### src/shared/csl_decode_pkg.sv
// Constants shared by the select-code decoder and its input latch.
// Assumes a single 100 MHz clock; all inputs are synchronous to it.
package select_decode_pkg;
  // Widths of the latched input word: enable plus the five code lines
  localparam int CODE_W = 5;
  localparam int LATCH_W = 6;
  // Number of individual decoded outputs
  localparam int OUT_W = 23;
  // Bit positions inside the decoded output vector (active-high form)
  localparam int O_ROM = 0;
  localparam int O_KBC = 1;
  localparam int O_NPU = 2;
  localparam int O_PCU0 = 3;
  localparam int O_PCU1 = 4;
  localparam int O_KACK = 5;
  localparam int O_RTCALE = 6;
  localparam int O_RTCWR = 7;
  localparam int O_RTCRD = 8;
  localparam int O_FDOR = 9;
  localparam int O_FLOPPY = 10;
  localparam int O_FDCR = 11;
  localparam int O_IDEL = 12;
  localparam int O_IDEH = 13;
  localparam int O_IDECMD = 14;
  localparam int O_IDECTL = 15;
  localparam int O_SERA = 16;
  localparam int O_SERB = 17;
  localparam int O_PAR0 = 18;
  localparam int O_PROG1 = 19;
  localparam int O_PSEL2 = 20;
  localparam int O_PSEL3 = 21;
  localparam int O_XMEM = 22;
  // Select code values
  localparam logic [4:0] C_ROM = 5'h00;
  localparam logic [4:0] C_KBC = 5'h01;
  localparam logic [4:0] C_NPU = 5'h02;
  localparam logic [4:0] C_PCU0 = 5'h03;
  localparam logic [4:0] C_KACK = 5'h04;
  localparam logic [4:0] C_RTCALE = 5'h05;
  localparam logic [4:0] C_RTCWR = 5'h06;
  localparam logic [4:0] C_RTCRD = 5'h07;
  localparam logic [4:0] C_FDOR = 5'h08;
  localparam logic [4:0] C_FLOPPY = 5'h09;
  localparam logic [4:0] C_FDCR = 5'h0a;
  localparam logic [4:0] C_FDCR_IDE = 5'h0b;
  localparam logic [4:0] C_IDECMD = 5'h0c;
  localparam logic [4:0] C_IDECTL = 5'h0d;
  localparam logic [4:0] C_SERA = 5'h0e;
  localparam logic [4:0] C_PAR0 = 5'h0f;
  localparam logic [4:0] C_SERB = 5'h10;
  localparam logic [4:0] C_PROG1 = 5'h11;
  localparam logic [4:0] C_XMEM = 5'h14;
  localparam logic [4:0] C_SUSPEND = 5'h15;
  localparam logic [4:0] C_RESUME = 5'h16;
  localparam logic [4:0] C_PCU1 = 5'h17;
  localparam logic [4:0] C_RSV0 = 5'h18;
  localparam logic [4:0] C_RSV1 = 5'h19;
  localparam logic [4:0] C_PSEL2 = 5'h1a;
  localparam logic [4:0] C_PSEL3 = 5'h1b;
  // Reset values
  localparam logic [LATCH_W-1:0] LATCH_RST = 6'h20;
  localparam logic [OUT_W-1:0] OUT_RST = 23'h7fffff;
  // Suspend sequencer states, one-hot
  typedef enum logic [1:0] {
    ST_RUN = 2'b01,
    ST_SUSPEND = 2'b10
  } susp_state_e;
endpackage

### src/verilog/chip_select_code_decoder.sv
// Select-code decoder: turns a five-line code from the system controller
// into individual active-low selects, strobes and enables.
// Assumes all inputs are synchronous to mclk; outputs lag by one clock.
//
// Summary of operation
// - Five-bit code decodes to 24 functions.
// - Code is bit4, bit3, then bits 2..0.
// - Nothing asserted until decode enable goes low.
// - DMA acknowledge disable high closes the decoder.
// - Strobe falling edge captures enable and code.
// - Latch is transparent while strobe is high.
// - Codes 0..2: ROM, keyboard, coprocessor selects.
// - 03H power strobe 0, 17H strobe 1.
// - 04H asserts keyboard processor acknowledge.
// - 05H asserts clock address latch enable.
// - 06H clock write, gated by enable, write.
// - 07H clock read, gated by enable, read.
// - 08H output register, 09H floppy select.
// - 0AH floppy control register select only.
// - 0BH control register, low buffer, control block.
// - 0CH command block, high byte if A0 low.
// - 0EH serial A, 0FH parallel, 10H serial B.
// - 11H, 1AH, 1BH programmable selects 1..3.
// - 14H asserts expanded memory access.
// - 15H stops 48 MHz clock, freezes, selects on.
// - 16H restarts clock, releases, selects off.
// - Entry needs enable low, write low, oscillator fall.
// - Exit needs oscillator falling edge.
`timescale 1ns/1ps
module chip_select_code_decoder
  import select_decode_pkg::*;
(
  input wire logic mclk,
  input wire logic rst,
  input wire logic decodeEnable_n,
  input wire logic dmaAckDecodeDisable,
  input wire logic selectCodeBit4,
  input wire logic selectCodeBit3,
  input wire logic [2:0] selectCodeBits2_0,
  input wire logic addrLatchStrobe,
  input wire logic ioWrite_n,
  input wire logic ioRead_n,
  input wire logic addr0,
  input wire logic busOsc,
  output logic biosRomOutputEnable_n,
  output logic keyboardCtrlSelect_n,
  output logic numericCoprocSelect_n,
  output logic powerUnitWriteStrobe0_n,
  output logic powerUnitWriteStrobe1_n,
  output logic keyboardProcAck_n,
  output logic rtcAddrLatchEnable_n,
  output logic rtcWriteStrobe_n,
  output logic rtcReadStrobe_n,
  output logic floppyOutputRegSelect_n,
  output logic floppyCtrlSelect_n,
  output logic floppyControlRegSelect_n,
  output logic driveLowByteBufferEn_n,
  output logic driveHighByteBufferEn_n,
  output logic driveCmdBlockSelect_n,
  output logic driveCtrlBlockSelect_n,
  output logic serialASelect_n,
  output logic serialBSelect_n,
  output logic parallel0Select_n,
  output logic programmableSelect1_n,
  output logic programmableSelect2_n,
  output logic programmableSelect3_n,
  output logic expandedMemAccess_n,
  output logic clk48Enable
);
  // ----------------------------------------
  // Input latch
  // ----------------------------------------
  logic [LATCH_W-1:0] liveWord; // Enable and code as driven now
  logic [LATCH_W-1:0] latchedWord; // Enable and code after the latch
  logic [CODE_W-1:0] liveCode; // Unlatched code, watched during suspend
  logic [CODE_W-1:0] code; // Code that drives the decode
  logic enEff_n; // Latched decode enable
  susp_state_e state_r; // Suspend sequencer
  logic frozen; // Latch held while suspended

  // Code bit order puts the high select line on top
  assign liveCode = {selectCodeBit4, selectCodeBit3, selectCodeBits2_0};
  assign liveWord = {decodeEnable_n, liveCode};
  assign frozen = (state_r == ST_SUSPEND);

  code_latch u_latch (
    .mclk(mclk),
    .rst(rst),
    .strobe(addrLatchStrobe),
    .freeze(frozen),
    .liveWord(liveWord),
    .latchedWord(latchedWord)
  );

  assign enEff_n = latchedWord[LATCH_W-1];
  assign code = latchedWord[CODE_W-1:0];

  // ----------------------------------------
  // Open / closed tracking
  // ----------------------------------------
  logic open_r; // Decoder has been opened and not closed since
  logic openNow; // Decode may assert outputs this cycle

  // Enable low opens; disable high closes and wins over a new open
  always_ff @(posedge mclk or posedge rst)
  begin
    if (rst)
      open_r <= 1'b0;
    else if (dmaAckDecodeDisable)
      open_r <= 1'b0;
    else if (!enEff_n)
      open_r <= 1'b1;
  end

  // Opening takes effect in the same cycle the enable falls
  assign openNow = (open_r || !enEff_n) && !dmaAckDecodeDisable;

  // ----------------------------------------
  // Bus oscillator edge
  // ----------------------------------------
  logic oscPrev_r; // Oscillator one cycle ago
  logic oscFall; // Falling edge seen this cycle

  // Oscillator is slow against mclk, so a plain compare finds its edges
  always_ff @(posedge mclk or posedge rst)
  begin
    if (rst)
      oscPrev_r <= 1'b0;
    else
      oscPrev_r <= busOsc;
  end

  assign oscFall = oscPrev_r && !busOsc;

  // ----------------------------------------
  // Suspend sequencer
  // ----------------------------------------
  logic enterSusp; // Qualified suspend request
  logic leaveSusp; // Qualified resume request

  assign enterSusp = openNow && (code == C_SUSPEND) && !enEff_n && !ioWrite_n && oscFall;
  // The latch is frozen, so resume is watched on the live lines
  assign leaveSusp = (liveCode == C_RESUME) && oscFall;

  // Run until a qualified suspend, then wait for a qualified resume
  always_ff @(posedge mclk or posedge rst)
  begin
    if (rst)
      state_r <= ST_RUN;
    else
    begin
      case (state_r)
        ST_RUN:
        begin
          if (enterSusp)
            state_r <= ST_SUSPEND;
        end
        ST_SUSPEND:
        begin
          if (leaveSusp)
            state_r <= ST_RUN;
        end
        default:
          state_r <= ST_RUN;
      endcase
    end
  end

  // Clock enable for the external 48 MHz source follows the sequencer
  always_ff @(posedge mclk or posedge rst)
  begin
    if (rst)
      clk48Enable <= 1'b1;
    else if (enterSusp && state_r == ST_RUN)
      clk48Enable <= 1'b0;
    else if (leaveSusp && state_r == ST_SUSPEND)
      clk48Enable <= 1'b1;
  end

  // ----------------------------------------
  // Decode
  // ----------------------------------------
  logic [OUT_W-1:0] active; // Active-high form of next outputs
  logic [OUT_W-1:0] out_r; // Registered active-low outputs

  // One code maps to one function group; clock read and write strobes gated by bus cycle
  always_comb
  begin
    active = '0;
    if (frozen)
    begin
      // Ports stay selected for the whole suspend
      active[O_SERA] = 1'b1;
      active[O_SERB] = 1'b1;
      active[O_PAR0] = 1'b1;
    end
    else if (openNow)
    begin
      case (code)
        C_ROM: active[O_ROM] = 1'b1;
        C_KBC: active[O_KBC] = 1'b1;
        C_NPU: active[O_NPU] = 1'b1;
        C_PCU0: active[O_PCU0] = 1'b1;
        C_PCU1: active[O_PCU1] = 1'b1;
        C_KACK: active[O_KACK] = 1'b1;
        C_RTCALE: active[O_RTCALE] = 1'b1;
        C_RTCWR: active[O_RTCWR] = !enEff_n && !ioWrite_n;
        C_RTCRD: active[O_RTCRD] = !enEff_n && !ioRead_n;
        C_FDOR: active[O_FDOR] = 1'b1;
        C_FLOPPY: active[O_FLOPPY] = 1'b1;
        C_FDCR: active[O_FDCR] = 1'b1;
        C_FDCR_IDE:
        begin
          active[O_FDCR] = 1'b1;
          active[O_IDEL] = 1'b1;
          active[O_IDECTL] = 1'b1;
        end
        C_IDECMD:
        begin
          active[O_IDEL] = 1'b1;
          active[O_IDECMD] = 1'b1;
          active[O_IDEH] = !addr0;
        end
        C_IDECTL:
        begin
          active[O_IDEL] = 1'b1;
          active[O_IDECTL] = 1'b1;
        end
        C_SERA: active[O_SERA] = 1'b1;
        C_PAR0: active[O_PAR0] = 1'b1;
        C_SERB: active[O_SERB] = 1'b1;
        C_PROG1: active[O_PROG1] = 1'b1;
        C_PSEL2: active[O_PSEL2] = 1'b1;
        C_PSEL3: active[O_PSEL3] = 1'b1;
        C_XMEM: active[O_XMEM] = 1'b1;
        // Reserved and unused codes, and the suspend codes, select nothing
        default: active = '0;
      endcase
    end
  end

  // Outputs come from flops, inverted to active low per bit
  genvar gi;
  generate
    for (gi = 0; gi < OUT_W; gi++)
    begin : g_out
      always_ff @(posedge mclk or posedge rst)
      begin
        if (rst)
          out_r[gi] <= OUT_RST[gi];
        else
          out_r[gi] <= !active[gi];
      end
    end
  endgenerate

  // ----------------------------------------
  // Output pins
  // ----------------------------------------
  assign biosRomOutputEnable_n = out_r[O_ROM];
  assign keyboardCtrlSelect_n = out_r[O_KBC];
  assign numericCoprocSelect_n = out_r[O_NPU];
  assign powerUnitWriteStrobe0_n = out_r[O_PCU0];
  assign powerUnitWriteStrobe1_n = out_r[O_PCU1];
  assign keyboardProcAck_n = out_r[O_KACK];
  assign rtcAddrLatchEnable_n = out_r[O_RTCALE];
  assign rtcWriteStrobe_n = out_r[O_RTCWR];
  assign rtcReadStrobe_n = out_r[O_RTCRD];
  assign floppyOutputRegSelect_n = out_r[O_FDOR];
  assign floppyCtrlSelect_n = out_r[O_FLOPPY];
  assign floppyControlRegSelect_n = out_r[O_FDCR];
  assign driveLowByteBufferEn_n = out_r[O_IDEL];
  assign driveHighByteBufferEn_n = out_r[O_IDEH];
  assign driveCmdBlockSelect_n = out_r[O_IDECMD];
  assign driveCtrlBlockSelect_n = out_r[O_IDECTL];
  assign serialASelect_n = out_r[O_SERA];
  assign serialBSelect_n = out_r[O_SERB];
  assign parallel0Select_n = out_r[O_PAR0];
  assign programmableSelect1_n = out_r[O_PROG1];
  assign programmableSelect2_n = out_r[O_PSEL2];
  assign programmableSelect3_n = out_r[O_PSEL3];
  assign expandedMemAccess_n = out_r[O_XMEM];

  // ----------------------------------------
  // Checks
  // ----------------------------------------
  property p_closed;
    @(posedge mclk) disable iff (rst)
      (!openNow && !frozen) |=> (out_r == OUT_RST);
  endproperty
  a_closed: assert property (p_closed) else $error("Output active with decoder closed");

  property p_reserved;
    @(posedge mclk) disable iff (rst)
      (!frozen && (code == C_RSV0 || code == C_RSV1)) |=> (out_r == OUT_RST);
  endproperty
  a_reserved: assert property (p_reserved) else $error("Reserved code asserted an output");

  property p_rom;
    @(posedge mclk) disable iff (rst)
      (openNow && !frozen && code == C_ROM) |=> (!biosRomOutputEnable_n && keyboardCtrlSelect_n);
  endproperty
  a_rom: assert property (p_rom) else $error("ROM enable not asserted for code 00");

  property p_pcu1;
    @(posedge mclk) disable iff (rst)
      (openNow && !frozen && code == C_PCU1) |=> (!powerUnitWriteStrobe1_n && powerUnitWriteStrobe0_n);
  endproperty
  a_pcu1: assert property (p_pcu1) else $error("Power strobe 1 wrong for code 17");

  property p_rtcwr;
    @(posedge mclk) disable iff (rst)
      !rtcWriteStrobe_n |-> $past(openNow && code == C_RTCWR && !ioWrite_n && !enEff_n);
  endproperty
  a_rtcwr: assert property (p_rtcwr) else $error("Clock write strobe without gated write");

  property p_rtcrd;
    @(posedge mclk) disable iff (rst)
      !rtcReadStrobe_n |-> $past(openNow && code == C_RTCRD && !ioRead_n && !enEff_n);
  endproperty
  a_rtcrd: assert property (p_rtcrd) else $error("Clock read strobe without gated read");

  property p_hibyte;
    @(posedge mclk) disable iff (rst)
      (openNow && !frozen && code == C_IDECMD) |=> (driveHighByteBufferEn_n == $past(addr0)) && !driveCmdBlockSelect_n;
  endproperty
  a_hibyte: assert property (p_hibyte) else $error("High byte enable not tied to A0");

  property p_disable;
    @(posedge mclk) disable iff (rst)
      dmaAckDecodeDisable |=> !open_r;
  endproperty
  a_disable: assert property (p_disable) else $error("Decoder stayed open after disable");

  property p_suspend;
    @(posedge mclk) disable iff (rst)
      (state_r == ST_RUN && enterSusp) |=> (!clk48Enable && frozen) ##1 (!serialASelect_n && !parallel0Select_n);
  endproperty
  a_suspend: assert property (p_suspend) else $error("Suspend entry did not stop clock");

  property p_resume;
    @(posedge mclk) disable iff (rst)
      (frozen && leaveSusp) |=> (clk48Enable && !frozen)
        ##1 (serialBSelect_n || ($past(openNow) && $past(code) == C_SERB));
  endproperty
  a_resume: assert property (p_resume) else $error("Resume did not restart clock");
endmodule

### src/verilog/code_latch.sv
// Address-strobe controlled latch for the enable and select code lines.
// Assumes the strobe is tied high by the user when latching is not wanted.
`timescale 1ns/1ps
module code_latch
  import select_decode_pkg::*;
(
  input wire logic mclk,
  input wire logic rst,
  input wire logic strobe, // Address latch strobe, transparent while high
  input wire logic freeze, // Hold the word regardless of the strobe
  input wire logic [LATCH_W-1:0] liveWord,
  output logic [LATCH_W-1:0] latchedWord
);
  // ----------------------------------------
  // Storage
  // ----------------------------------------
  logic [LATCH_W-1:0] held_r; // Last word seen while transparent

  // Follow the inputs while open; the last value before the fall is kept
  always_ff @(posedge mclk or posedge rst)
  begin
    if (rst)
      held_r <= LATCH_RST;
    else if (strobe && !freeze)
      held_r <= liveWord;
  end

  // Transparent path avoids a cycle of delay when latching is unused
  assign latchedWord = (strobe && !freeze) ? liveWord : held_r;

  // ----------------------------------------
  // Checks
  // ----------------------------------------
  property p_capture;
    @(posedge mclk) disable iff (rst)
      ($fell(strobe) && !$past(freeze)) |-> (latchedWord == $past(liveWord));
  endproperty
  a_capture: assert property (p_capture) else $error("Code not captured at strobe fall");

  property p_hold;
    @(posedge mclk) disable iff (rst)
      (!strobe && !$past(strobe) && !freeze) |-> $stable(latchedWord);
  endproperty
  a_hold: assert property (p_hold) else $error("Latched code moved while strobe low");

  property p_pass;
    @(posedge mclk) disable iff (rst)
      (strobe && !freeze) |=> (!strobe || freeze || held_r == $past(liveWord));
  endproperty
  a_pass: assert property (p_pass) else $error("Latch not transparent with strobe high");
endmodule
### config.mk
export PLATFORM = sky130hd
export DESIGN_NAME = chip_select_code_decoder
export DESIGN_NICKNAME = d
export VERILOG_FILES = /design/src/shared/csl_decode_pkg.sv /design/src/verilog/chip_select_code_decoder.sv /design/src/verilog/code_latch.sv
export SDC_FILE = /design/constraint.sdc
export NUM_CORES = 1
export LEC_CHECK = 0
export ABC_AREA = 1
export BUFFER_PORTS_ARGS = -buffer_cell sky130_fd_sc_hd__buf_4
export CAP_MARGIN = 40
export CORE_AREA = 2 2 57 59
export DETAILED_ROUTE_END_ITERATION = 8
export DIE_AREA = 0 0 59 61
export GPL_ROUTABILITY_DRIVEN = 1
export MAX_ROUTING_LAYER = met4
export PLACE_DENSITY = 0.77
export SKIP_LAST_GASP = 1
export SLEW_MARGIN = 20
export SYNTH_ARGS = -nofsm -noshare
export SYNTH_HDL_FRONTEND = slang
export SYNTH_SLANG_ARGS = --single-unit
### constraint.sdc
create_clock -name mclk -period 1.8 [get_ports mclk]
set_input_delay 0.18 -clock mclk [delete_from_list [all_inputs] [get_ports mclk]]
set_output_delay 0.18 -clock mclk [all_outputs]
set_load 0.05 [all_outputs]
==> results by group, run 1 <==
Floorplanning
  – Die Footprint: 3599 um^2
  – Rows: 20
  – Die X: 59 um
  – Core Area: 2953 um^2
  – I/O Pins: 38
  – Die Span Y: 61 um
  – Initial Util: 48.69%

Clock network
  – TritonCTS clock tree: done
  – H-Tree Depth: 2
  – Post-CTS Setup Inserts: 0
  – Longest Clk Path Bufs: 2
  – Number of CTS-inserted buffers: 5
  – Clk Latency, worst-skew pair: 0.34 ns
  – CTS sink cnt: 34
  – Root Buffer: clkbuf_4
  – Clock-pin slew on the worst setup and hold paths: 0.10 ns

Worst setup path
  – Critical path class: reg2reg
  – Crit path largest cell delay: 0.54 ns
  – Worst endpoint required time: 2.05 ns
  – CP delay by family, top: simple AND/OR/NAND/NOR gates
  – Critical-path maximum fanout: 12
  – Buffer and inverter count on the worst path: 2
  – Slowest CP cell: dfstp_2
  – Crit path DAT: 1.98 ns
  – Worst setup EP type: flop
  – Critical-path cell list: clkinv_1 > nand2_1 > nand2_4 > nand2_1 > o21ai_4 > nor2_1 > inv_1 > nor2_1 > a21oi_1
  – Crit start category: flop

Global routing
  – Vias in the first global route: 1,136
  – Largest net degree at the start of global routing: 35
  – Global Route Usage Sum: 19.87%
  – Initial antenna violation count: 0
  – First-pass GRT wire length: 4974 um
  – Overflow after GRT: 0

Yosys
  – Sequential area share after synthesis: 61.44%
  – Simple-gate share of the synthesized area: 27.42%
  – Most frequent cell after synthesis: nand2_1
  – Synth cell count leaders: 36 x nand2_1, 26 x dfstp_2, 20 x inv_1, 17 x nor2_1, 12 x nand3_1
  – Largest area contributor in the netlist: dfstp_2
  – Synthesized net count: 165
  – Adder-Cell Fraction of Synth Area: 0%
  – Synth Cell Area: 1438 um^2
  – Post-synthesis async set-or-reset flop share: 100.0%
  – Xor and xnor area share after synthesis: 0%
  – Main combinational cell family by area after synthesis: simple AND/OR/NAND/NOR gates
  – Syn Area/Cell: 9.521 um^2
  – Synth Area in Compound Gates: 4.091%
  – Post-synthesis mux area share: 0%
  – Register bit total from synthesis: 34
  – Library cells used by synthesis: 24
  – Ranking of synthesized cells by area: dfstp_2 48%, dfrtp_1 14%, nand2_1 9.4%
  – Warnings from Yosys: 0
  – EDFF count, synth: 0
  – Main synth FF type: dfstp_2
  – Post-synth top area share: 47.52%
  – Cells after Synth: 151

Placed design
  – Detail Placement HPWL: 2199 um
  – Placed cells: 221
  – GPL Wtd Cong: 0.8984
  – Port Buffers: 37

Timing
  – Hold Vio Cnt, Final: 0
  – Finish-stage setup viols: 0
  – Slew @ Worst Pin: 0.4024 ns
  – Fin crit period: 1.727 ns
  – Slew HR: 73.17%
  – Skew final: 0.009609 ns
  – Setup_tns: 0 ns
  – Period Utilization, post-route: 95.93%
  – Max Slew Vio Count: 0
  – FMAX: 0.5791 GHz

Route
  – ANT nets after route: 0
  – Drt total wl: 2943 um
  – Avg WL per Cell: 12.74 um
  – Starting DRC count in detailed routing: 19
  – Vias/cell: 4.866
  – Via count: 1,124
  – DR pass1 iterations: 4
  – # DRC: 0

Power
  – Peak supply drop: 0.6574 mV
  – Lkg Pwr: 0.8695 nW
  – Power per cell area: 840.8 nW/um^2

Cells and area
  – Final net count: 211
  – Ant diodes: 0
  – Biggest register: u_latch.held_r
  – Final core utilization: 63.86%
  – Synth-to-layout area growth: 31.16%
  – Largest registers: u_latch.held_r: 6 flops, state_r: 2 flops
  – Finished Layout Cells: 231
  – Fraction of layout cells with a size suffix above 1: 46.46%
  – Max FFs per register: 6
  – Number of fill cells: 249

Status
  – Result of the run: finished, final reports clean

Flow run
  – Max-Cap Viols: 0

Worst hold path
  – Hold WC Path Type: in2reg
-- final timing paths --
check | cells after the start | from | slack, ns | end
min in group asynchronous | 4 | rst | 0.48 | state_r[1]
worst max-delay path | 9 | state_r[0] | 0.07 | serialASelect_n
worst max register to register | 9 | state_r[0] | 0.07 | serialASelect_n
worst min-delay path | 3 | addr0 | 0.03 | driveHighByteBufferEn_n
worst min register to register | 2 | u_latch.held_r[1] | 0.54 | u_latch.held_r[1]
max in group asynchronous | 4 | rst | 0.98 | rtcWriteStrobe_n
-- report_power, final --
part           internal, mW  leakage, nW  total (mW)  switching [mW]
clock network         0.332       0.0455       0.576           0.245
registers             0.793        0.372       0.801         0.00752
logic                0.0678        0.452       0.208           0.141
-- layout by cell type, fill, tap and decap left out, types with 3 or more instances in the layout --
master / count
a21oi_1: 3
buf_4: 38
clkbuf_4: 5
dfrtp_1: 8
dfstp_2: 26
inv_1: 20
nand2_1: 35
nand2_2: 9
nand3_1: 12
nor2_1: 15
nor2_2: 4
-- metal layers --
layer	GRT usage, %	share of wire [%]	up-vias	wire, um
met4	11.04	3.1	0	91
met3	5.330	6.1	10	179
li1	-	-	560	-
met1	21.87	42	512	1230
met5	-	0	-	0
met2	32.70	49	42	1442
-- logic make-up (layout without fill, tap and decap cells) --
logic type / count (synthesis) / in the layout
AND/OR/NAND/NOR: 85 / 85
flip-flops: 34 / 34
buffers and inverters: 24 / 71
AO/OA/AOI/OAI: 8 / 8
-- area by class of cell --
type / instances / area [um^2] / share of cell area [%]
Sequential cell: 34 / 883.3 / 46.85
Clock inverter: 1 / 30.03 / 1.593
Timing Repair Buffer: 41 / 316.6 / 16.79
Inverter: 22 / 82.58 / 4.380
Tap cell: 33 / 41.29 / 2.190
Multi-Input combinational cell: 93 / 476.7 / 25.28
Clock buffer: 7 / 55.05 / 2.920
-- stage by stage --
step	hold WS [ns]	setup WS (ns)	instance area (um^2)	total power, mW
global route	0.02511	-0.007438	1886	1.652
CTS	0.01506	0.04459	1858	1.591
global placement	0.2867	0.1117	1753	1.005
floorplan	0.2114	0.3036	1438	0.9460
finish	0.02923	0.07320	1886	1.585
detailed placement	0.2985	0.07396	1753	1.010
-- tightest hold or removal path, delay by kind of cell --
family / cells / cell delay (ns)
buffers and inverters: 2 / 0.11
AND/OR/NAND/NOR: 1 / 0.05
-- timing repair --
item                                   CTS  global route
hold buffers                             2             0
endpoints found under the hold margin    9             0
setup endpoints to repair                0            13
gates resized for setup                  0             7
No activity file was read; power rests on OpenSTA's default activity.
==> run 2, diff against run 1 <==
--- a/config.mk
+++ b/config.mk
@@ -7,7 +7,7 @@
 export LEC_CHECK = 0
 export ABC_AREA = 1
 export BUFFER_PORTS_ARGS = -buffer_cell sky130_fd_sc_hd__buf_4
-export CAP_MARGIN = 40
+export CAP_MARGIN = 30
 export CORE_AREA = 2 2 57 59
 export DETAILED_ROUTE_END_ITERATION = 8
 export DIE_AREA = 0 0 59 61
==> constraint.sdc (replaced) <==
create_clock -name mclk -period 2.1 [get_ports mclk]
set_input_delay 0.21 -clock mclk [delete_from_list [all_inputs] [get_ports mclk]]
set_output_delay 0.21 -clock mclk [all_outputs]
set_load 0.05 [all_outputs]
==> run 2 against run 1 <==
Clock skew decreased by 0.0012 ns. Register-to-register slack improved by 0.29 ns. Clock-buffer cell count unchanged. Via count increased by 3.3%. Clock power decreased by 36%. Cell area decreased by 2.8%. Total power decreased by 23%. Global-route usage decreased by 1.6 points. Sequential share of layout area increased by 1.3 points. Flip-flop and latch count unchanged. Critical path type unchanged. Highest routed layer unchanged.
==> results by group, run 2 (same netlist as run 1, synthesis figures left out) <==
Worst setup path
  – Critical path class: reg2reg
  – Worst-case reg-to-reg path depth: 8
  – Worst flop-to-flop path startpoint: state_r[0]
  – Crit path DAT: 1.98 ns
  – Critical-path maximum fanout: 10
  – Worst r2r dst: programmableSelect2_n
  – Worst setup EP type: flop
  – Crit start category: flop
  – Worst R2R Setup Slack: 0.37 ns
  – Worst endpoint required time: 2.35 ns

Route
  – Via count: 1,161
  – Vias/cell: 5.026
  – Drt total wl: 2834 um
  – Starting DRC count in detailed routing: 53
  – Avg WL per Cell: 12.27 um
  – ANT nets after route: 0
  – # DRC: 0
  – DR pass1 iterations: 4

Floorplanning
  – Core Area: 2953 um^2
  – I/O Pins: 38
  – Die Span Y: 61 um
  – Initial Util: 48.69%
  – Rows: 20
  – Die X: 59 um
  – Die Footprint: 3599 um^2

Cells and area
  – Commonest non-fill, non-tap cell in the layout: buf_4
  – Final core utilization: 62.08%
  – Final net count: 211
  – Largest registers: u_latch.held_r: 6 flops, state_r: 2 flops
  – Number of fill cells: 249
  – Multi-input gate area: 452.9 um^2
  – Register Area: 883.3 um^2
  – Synth-to-layout area growth: 27.50%
  – Finished Layout Cells: 231
  – Most frequent cells in the layout: 39 x buf_4, 36 x nand2_1, 26 x dfstp_2, 20 x inv_1, 17 x nor2_1
  – Biggest register: u_latch.held_r
  – Ant diodes: 0
  – Max FFs per register: 6
  – Fraction of layout cells with a size suffix above 1: 44.95%

Power
  – Clock power share: 29.9%
  – Sw Share: 26.74%
  – P_int: 0.8975 mW
  – Power per cell area: 668.3 nW/um^2
  – Gate power share: 14.1%
  – Peak supply drop: 0.4271 mV
  – Switching power: 0.3276 mW
  – Lkg Pwr: 0.8560 nW
  – Sequential fraction of design power: 56.0%

Timing
  – Fin crit period: 1.734 ns
  – Slew HR: 73.24%
  – Period Utilization, post-route: 82.55%
  – Skew final: 0.008383 ns
  – Hold Vio Cnt, Final: 0
  – Finish-stage setup viols: 0
  – FMAX: 0.5768 GHz
  – Slew @ Worst Pin: 0.4014 ns
  – Final hold slack: 0.06812 ns
  – PnR worst setup slack: 0.3664 ns
  – Max Slew Vio Count: 0
  – Setup repair after global routing missed its margin: no
  – Setup_tns: 0 ns

Clock network
  – CTS sink cnt: 34
  – Clock-pin slew on the worst setup and hold paths: 0.10 ns
  – Clk Latency, worst-skew pair: 0.33 ns
  – H-Tree Depth: 2
  – TritonCTS clock tree: done
  – Longest Clk Path Bufs: 2
  – Root Buffer: clkbuf_4
  – Number of CTS-inserted buffers: 5
  – PostCTS Resize Cnt: 0

Global routing
  – Initial antenna violation count: 0
  – Largest net degree at the start of global routing: 35
  – First-pass GRT wire length: 4616 um
  – Overflow after GRT: 0
  – Global Route Usage Sum: 18.26%
  – Vias in the first global route: 1,125

Worst hold path
  – Hold WC Path Type: in2reg
  – Hold EP: driveHighByteBufferEn_n
  – Hold Path Depth: 3
  – Hold path startpoint: addr0

Placed design
  – DP Worst Slack: 0.3904 ns
  – GPL Wtd Cong: 0.9206
  – Placed cells: 221
  – Port Buffers: 37
  – Detail Placement HPWL: 2154 um

Flow run
  – Max-Cap Viols: 0

Status
  – Result of the run: finished, final reports clean
## run 2: changes by cell type in the layout (fill, tap and decap cells not counted), sizes merged
cell,delta
bufinv,-1
clkinv,+1
## run 2: critical path, cell delays in order, from the launching register on
cell	delay (ns)
dfstp_2	0.53
clkinv_1	0.06
nand2_1	0.09
buf_4	0.17
nand3_1	0.10
nand3_1	0.11
nand2_2	0.11
nor3b_2	0.36
nand3_1	0.13
## run 2: power by group through the flow
stage / registers (mW) / clock network, mW / logic, mW
3_3_place_gp: 0.696 / 0 / 0.166
5_1_grt: 0.688 / 0.401 / 0.190
3_5_place_dp: 0.697 / 0 / 0.169
4_1_cts: 0.686 / 0.376 / 0.172
2_1_floorplan: 0.715 / 0 / 0.0956
6_report: 0.686 / 0.366 / 0.173
## run 2: repair_timing
| item | 4_1_cts | 5_1_grt |
|---|---|---|
| hold buffers | 2 | 0 |
| hold endpoints to repair | 9 | 0 |
| buffers inserted | 0 | 0 |
| setup endpoints to repair | 0 | 0 |
## run 2: area by class of cell
class | count | area share [%]
tap | 33 | 2.253
multi-input combinational | 93 | 24.71
timing repair buffer | 41 | 17.06
sequential | 34 | 48.19
inverter | 22 | 4.505
clock inverter | 1 | 0.2730
clock buffer | 7 | 3.003
## run 2: routing by layer
metal / wire [um] / part of all wire (%) / up-vias / global-route usage, %
met5: 0 / 0 / - / -
li1: - / - / 560 / -
met4: 52 / 1.8 / 0 / 10.71
met1: 1153 / 41 / 545 / 19.89
met2: 1425 / 50 / 49 / 29.05
met3: 202 / 7.1 / 7 / 6.183
## run 2: worst max path at each step
stage / from / to
floorplan: state_r[0] / programmableSelect2_n
global placement: state_r[0] / programmableSelect3_n
detailed placement: state_r[0] / programmableSelect2_n
CTS: state_r[0] / programmableSelect2_n
global route: state_r[0] / programmableSelect3_n
finish: state_r[0] / programmableSelect2_n
## run 2: stage by stage
stage | total power [mW] | cell area, um^2
after floorplan | 0.8108 | 1438
after global placement | 0.8615 | 1753
after detailed placement | 0.8653 | 1753
after CTS | 1.235 | 1833
after global routing | 1.279 | 1833
final | 1.225 | 1833
==> run 3, diff against run 2 <==
--- a/config.mk
+++ b/config.mk
@@ -5,15 +5,15 @@
 export SDC_FILE = /design/constraint.sdc
 export NUM_CORES = 1
 export LEC_CHECK = 0
-export ABC_AREA = 1
+export ABC_AREA = 0
 export BUFFER_PORTS_ARGS = -buffer_cell sky130_fd_sc_hd__buf_4
 export CAP_MARGIN = 30
-export CORE_AREA = 2 2 57 59
+export CORE_AREA = 2 2 58 60
 export DETAILED_ROUTE_END_ITERATION = 8
-export DIE_AREA = 0 0 59 61
+export DIE_AREA = 0 0 60 62
 export GPL_ROUTABILITY_DRIVEN = 1
 export MAX_ROUTING_LAYER = met4
-export PLACE_DENSITY = 0.77
+export PLACE_DENSITY = 0.76
 export SKIP_LAST_GASP = 1
 export SLEW_MARGIN = 20
 export SYNTH_ARGS = -nofsm -noshare
==> constraint.sdc (replaced) <==
create_clock -name mclk -period 1.81 [get_ports mclk]
set_input_delay 0.181 -clock mclk [delete_from_list [all_inputs] [get_ports mclk]]
set_output_delay 0.181 -clock mclk [all_outputs]
set_load 0.05 [all_outputs]
==> run 3 against run 2 <==
First-iteration DRC count is 62% lower. Sequential share of layout area is 2.8 points lower. Sequential power rose by 18%. Die area rose by 3.4%. Utilization shrank 0.88 points. Clock-buffer cell count down 1. Critical path type unchanged. Largest cell class unchanged. Largest power group unchanged.
==> results by group, run 3 <==
Floorplanning
  – Die X: 60 um
  – Initial Util: 45.89%
  – I/O Pins: 38
  – Die Footprint: 3720 um^2
  – Die Span Y: 62 um
  – Rows: 21
  – Core Area: 3179 um^2

Route
  – DR pass1 iterations: 4
  – Starting DRC count in detailed routing: 20
  – # DRC: 0
  – Drt total wl: 3183 um
  – Avg WL per Cell: 14.15 um
  – Vias/cell: 5.049
  – Via count: 1,136
  – ANT nets after route: 0

Worst setup path
  – Slowest CP cell: dfrtp_1
  – Critical path class: reg2reg
  – Crit path depth: 6
  – Worst-case reg-to-reg path depth: 6
  – CP delay by family, top: simple AND/OR/NAND/NOR gates
  – Crit start category: flop
  – Worst setup EP type: flop
  – Critical-path maximum fanout: 4
  – Crit path largest cell delay: 0.44 ns
  – Worst endpoint required time: 2.10 ns
  – Buffer and inverter count on the worst path: 1
  – Critical-path cell list: nor2b_2 > buf_4 > o21ai_1 > o2111ai_1 > nor4_2 > or2_1
  – Crit path DAT: 2.03 ns

Global routing
  – Top Usage Layer GRT: met2
  – First-pass GRT wire length: 5133 um
  – GR Util met3: 5.590%
  – Overflow after GRT: 0
  – Global Route Usage Sum: 20.14%
  – Vias in the first global route: 1,118
  – Met1 GRT Util: 23.93%
  – Met2 Track Usage GR: 31.99%
  – Largest net degree at the start of global routing: 35
  – Initial antenna violation count: 0

Flow run
  – Max-Cap Viols: 0

Yosys
  – Post-synthesis async set-or-reset flop share: 100.0%
  – Synth Cell Area: 1459 um^2
  – Largest area contributor in the netlist: dfstp_2
  – EDFF count, synth: 0
  – Most frequent cell after synthesis: dfstp_2
  – Warnings from Yosys: 0
  – Register bit total from synthesis: 34
  – Ranking of synthesized cells by area: dfstp_2 47%, dfrtp_1 14%, nand2_1 3.1%
  – Syn Area/Cell: 11.77 um^2
  – Sequential area share after synthesis: 60.55%
  – Library cells used by synthesis: 46
  – Synthesized net count: 138
  – Synth cell count leaders: 26 x dfstp_2, 12 x nand2_1, 9 x nor2_1, 8 x dfrtp_1, 8 x inv_1
  – Cells after Synth: 124
  – Main synth FF type: dfstp_2
  – Post-synth top area share: 46.83%

Clock network
  – Number of CTS-inserted buffers: 5
  – TritonCTS clock tree: done
  – Clock-pin slew on the worst setup and hold paths: 0.11 ns
  – CTS sink cnt: 34
  – H-Tree Depth: 2
  – Root Buffer: clkbuf_4
  – Longest Clk Path Bufs: 2
  – Post-CTS Setup Inserts: 0
  – Clk Latency, worst-skew pair: 0.34 ns

Placed design
  – GPL Wtd Cong: 0.8843
  – Detail Placement HPWL: 2348 um
  – Port Buffers: 37
  – Placed cells: 215

Worst hold path
  – Hold Path Depth: 2
  – Hold WC Path Type: in2reg

Power
  – Gate power share: 17.0%
  – Clock power share: 29.6%
  – Peak supply drop: 0.4018 mV
  – Lkg Pwr: 0.8289 nW
  – Tot Pwr: 1.518 mW
  – Switching power: 0.4355 mW
  – Sw Share: 28.69%
  – Power per cell area: 780.1 nW/um^2
  – P_int: 1.082 mW
  – Sequential fraction of design power: 53.4%

Status
  – Result of the run: finished, final reports clean

Cells and area
  – Most frequent cells in the layout: 48 x buf_4, 26 x dfstp_2, 12 x nand2_1, 8 x nor2_1, 8 x dfrtp_1
  – Ant diodes: 0
  – Biggest register: u_latch.held_r
  – Number of fill cells: 254
  – Largest registers: u_latch.held_r: 6 flops, state_r: 2 flops
  – Max FFs per register: 6
  – Commonest non-fill, non-tap cell in the layout: buf_4
  – Fraction of layout cells with a size suffix above 1: 58.10%
  – Finished Layout Cells: 225
  – Synth-to-layout area growth: 33.36%
  – Final net count: 192

Timing
  – Slew HR: 72.67%
  – Finish-stage setup viols: 0
  – Slew @ Worst Pin: 0.4099 ns
  – Hold Vio Cnt, Final: 0
  – FMAX: 0.5751 GHz
  – Setup repair after global routing missed its margin: yes
  – Fin crit period: 1.739 ns
  – Max Slew Vio Count: 0
  – Skew final: 0.007341 ns
  – Period Utilization, post-route: 96.07%
[run 3: path summary, 6_finish.rpt]
kind / slack (ns) / to / start
setup / recovery: 0.07 / state_r[1] / state_r[1]
hold / removal: 0.03 / driveHighByteBufferEn_n / addr0
setup reg to reg: 0.07 / state_r[1] / state_r[1]
hold reg to reg: 0.55 / clk48Enable / clk48Enable
max in group asynchronous: 1.01 / rtcAddrLatchEnable_n / rst
min in group asynchronous: 0.47 / open_r / rst
[run 3: cell families (layout without fill, tap and decap cells)]
group	Yosys count	in the layout	share of synthesized area (%)
AO/OA/AOI/OAI	16	16	8.320
multiplexers	5	5	4.202
AND/OR/NAND/NOR	57	57	23.16
buffers and inverters	12	67	3.773
flip-flops	34	34	60.55
[run 3: cell type report]
class	instances	area [um^2]	area share (%)
tap	46	57.56	2.958
clock buffer	6	51.30	2.637
inverter	9	33.78	1.736
sequential	34	883.3	45.40
multi-input combinational	78	526.8	27.07
clock inverter	2	12.51	0.6431
timing repair buffer	50	380.4	19.55
[run 3: power by group through the flow]
stage / combinational, mW / clock (mW) / sequential, mW
CTS: 0.257 / 0.457 / 0.810
finish: 0.258 / 0.449 / 0.810
global placement: 0.249 / 0 / 0.820
floorplan: 0.125 / 0 / 0.849
global route: 0.282 / 0.490 / 0.813
detailed placement: 0.252 / 0 / 0.821
[run 3: routing by layer]
layer	wire (um)	up-vias
met4	57	0
li1	-	543
met2	1681	35
met1	1295	552
met3	149	6
met5	0	-
[run 3: what timing repair did]
action | in CTS | in global routing
resized for setup | 0 | 4
gates cloned | 0 | 0
endpoints found under the hold margin | 9 | 0
setup endpoints to repair | 1 | 6
hold buffers | 2 | 0
pin swaps | 1 | 0
[run 3: through the flow]
stage	hold slack, ns	cell area (um^2)	TNS [ns]	utilization, %	worst slack (ns)
global route	0.01903	1946	-0.01286	61.20	-0.01286
CTS	0.02224	1939	0	61.00	0.06276
floorplan	0.2124	1459	0	-	0.05608
finish	0.02616	1946	0	61.20	0.07108
global placement	0.2870	1856	0	58.36	0.04895
detailed placement	0.2992	1856	0	58.36	0.03647
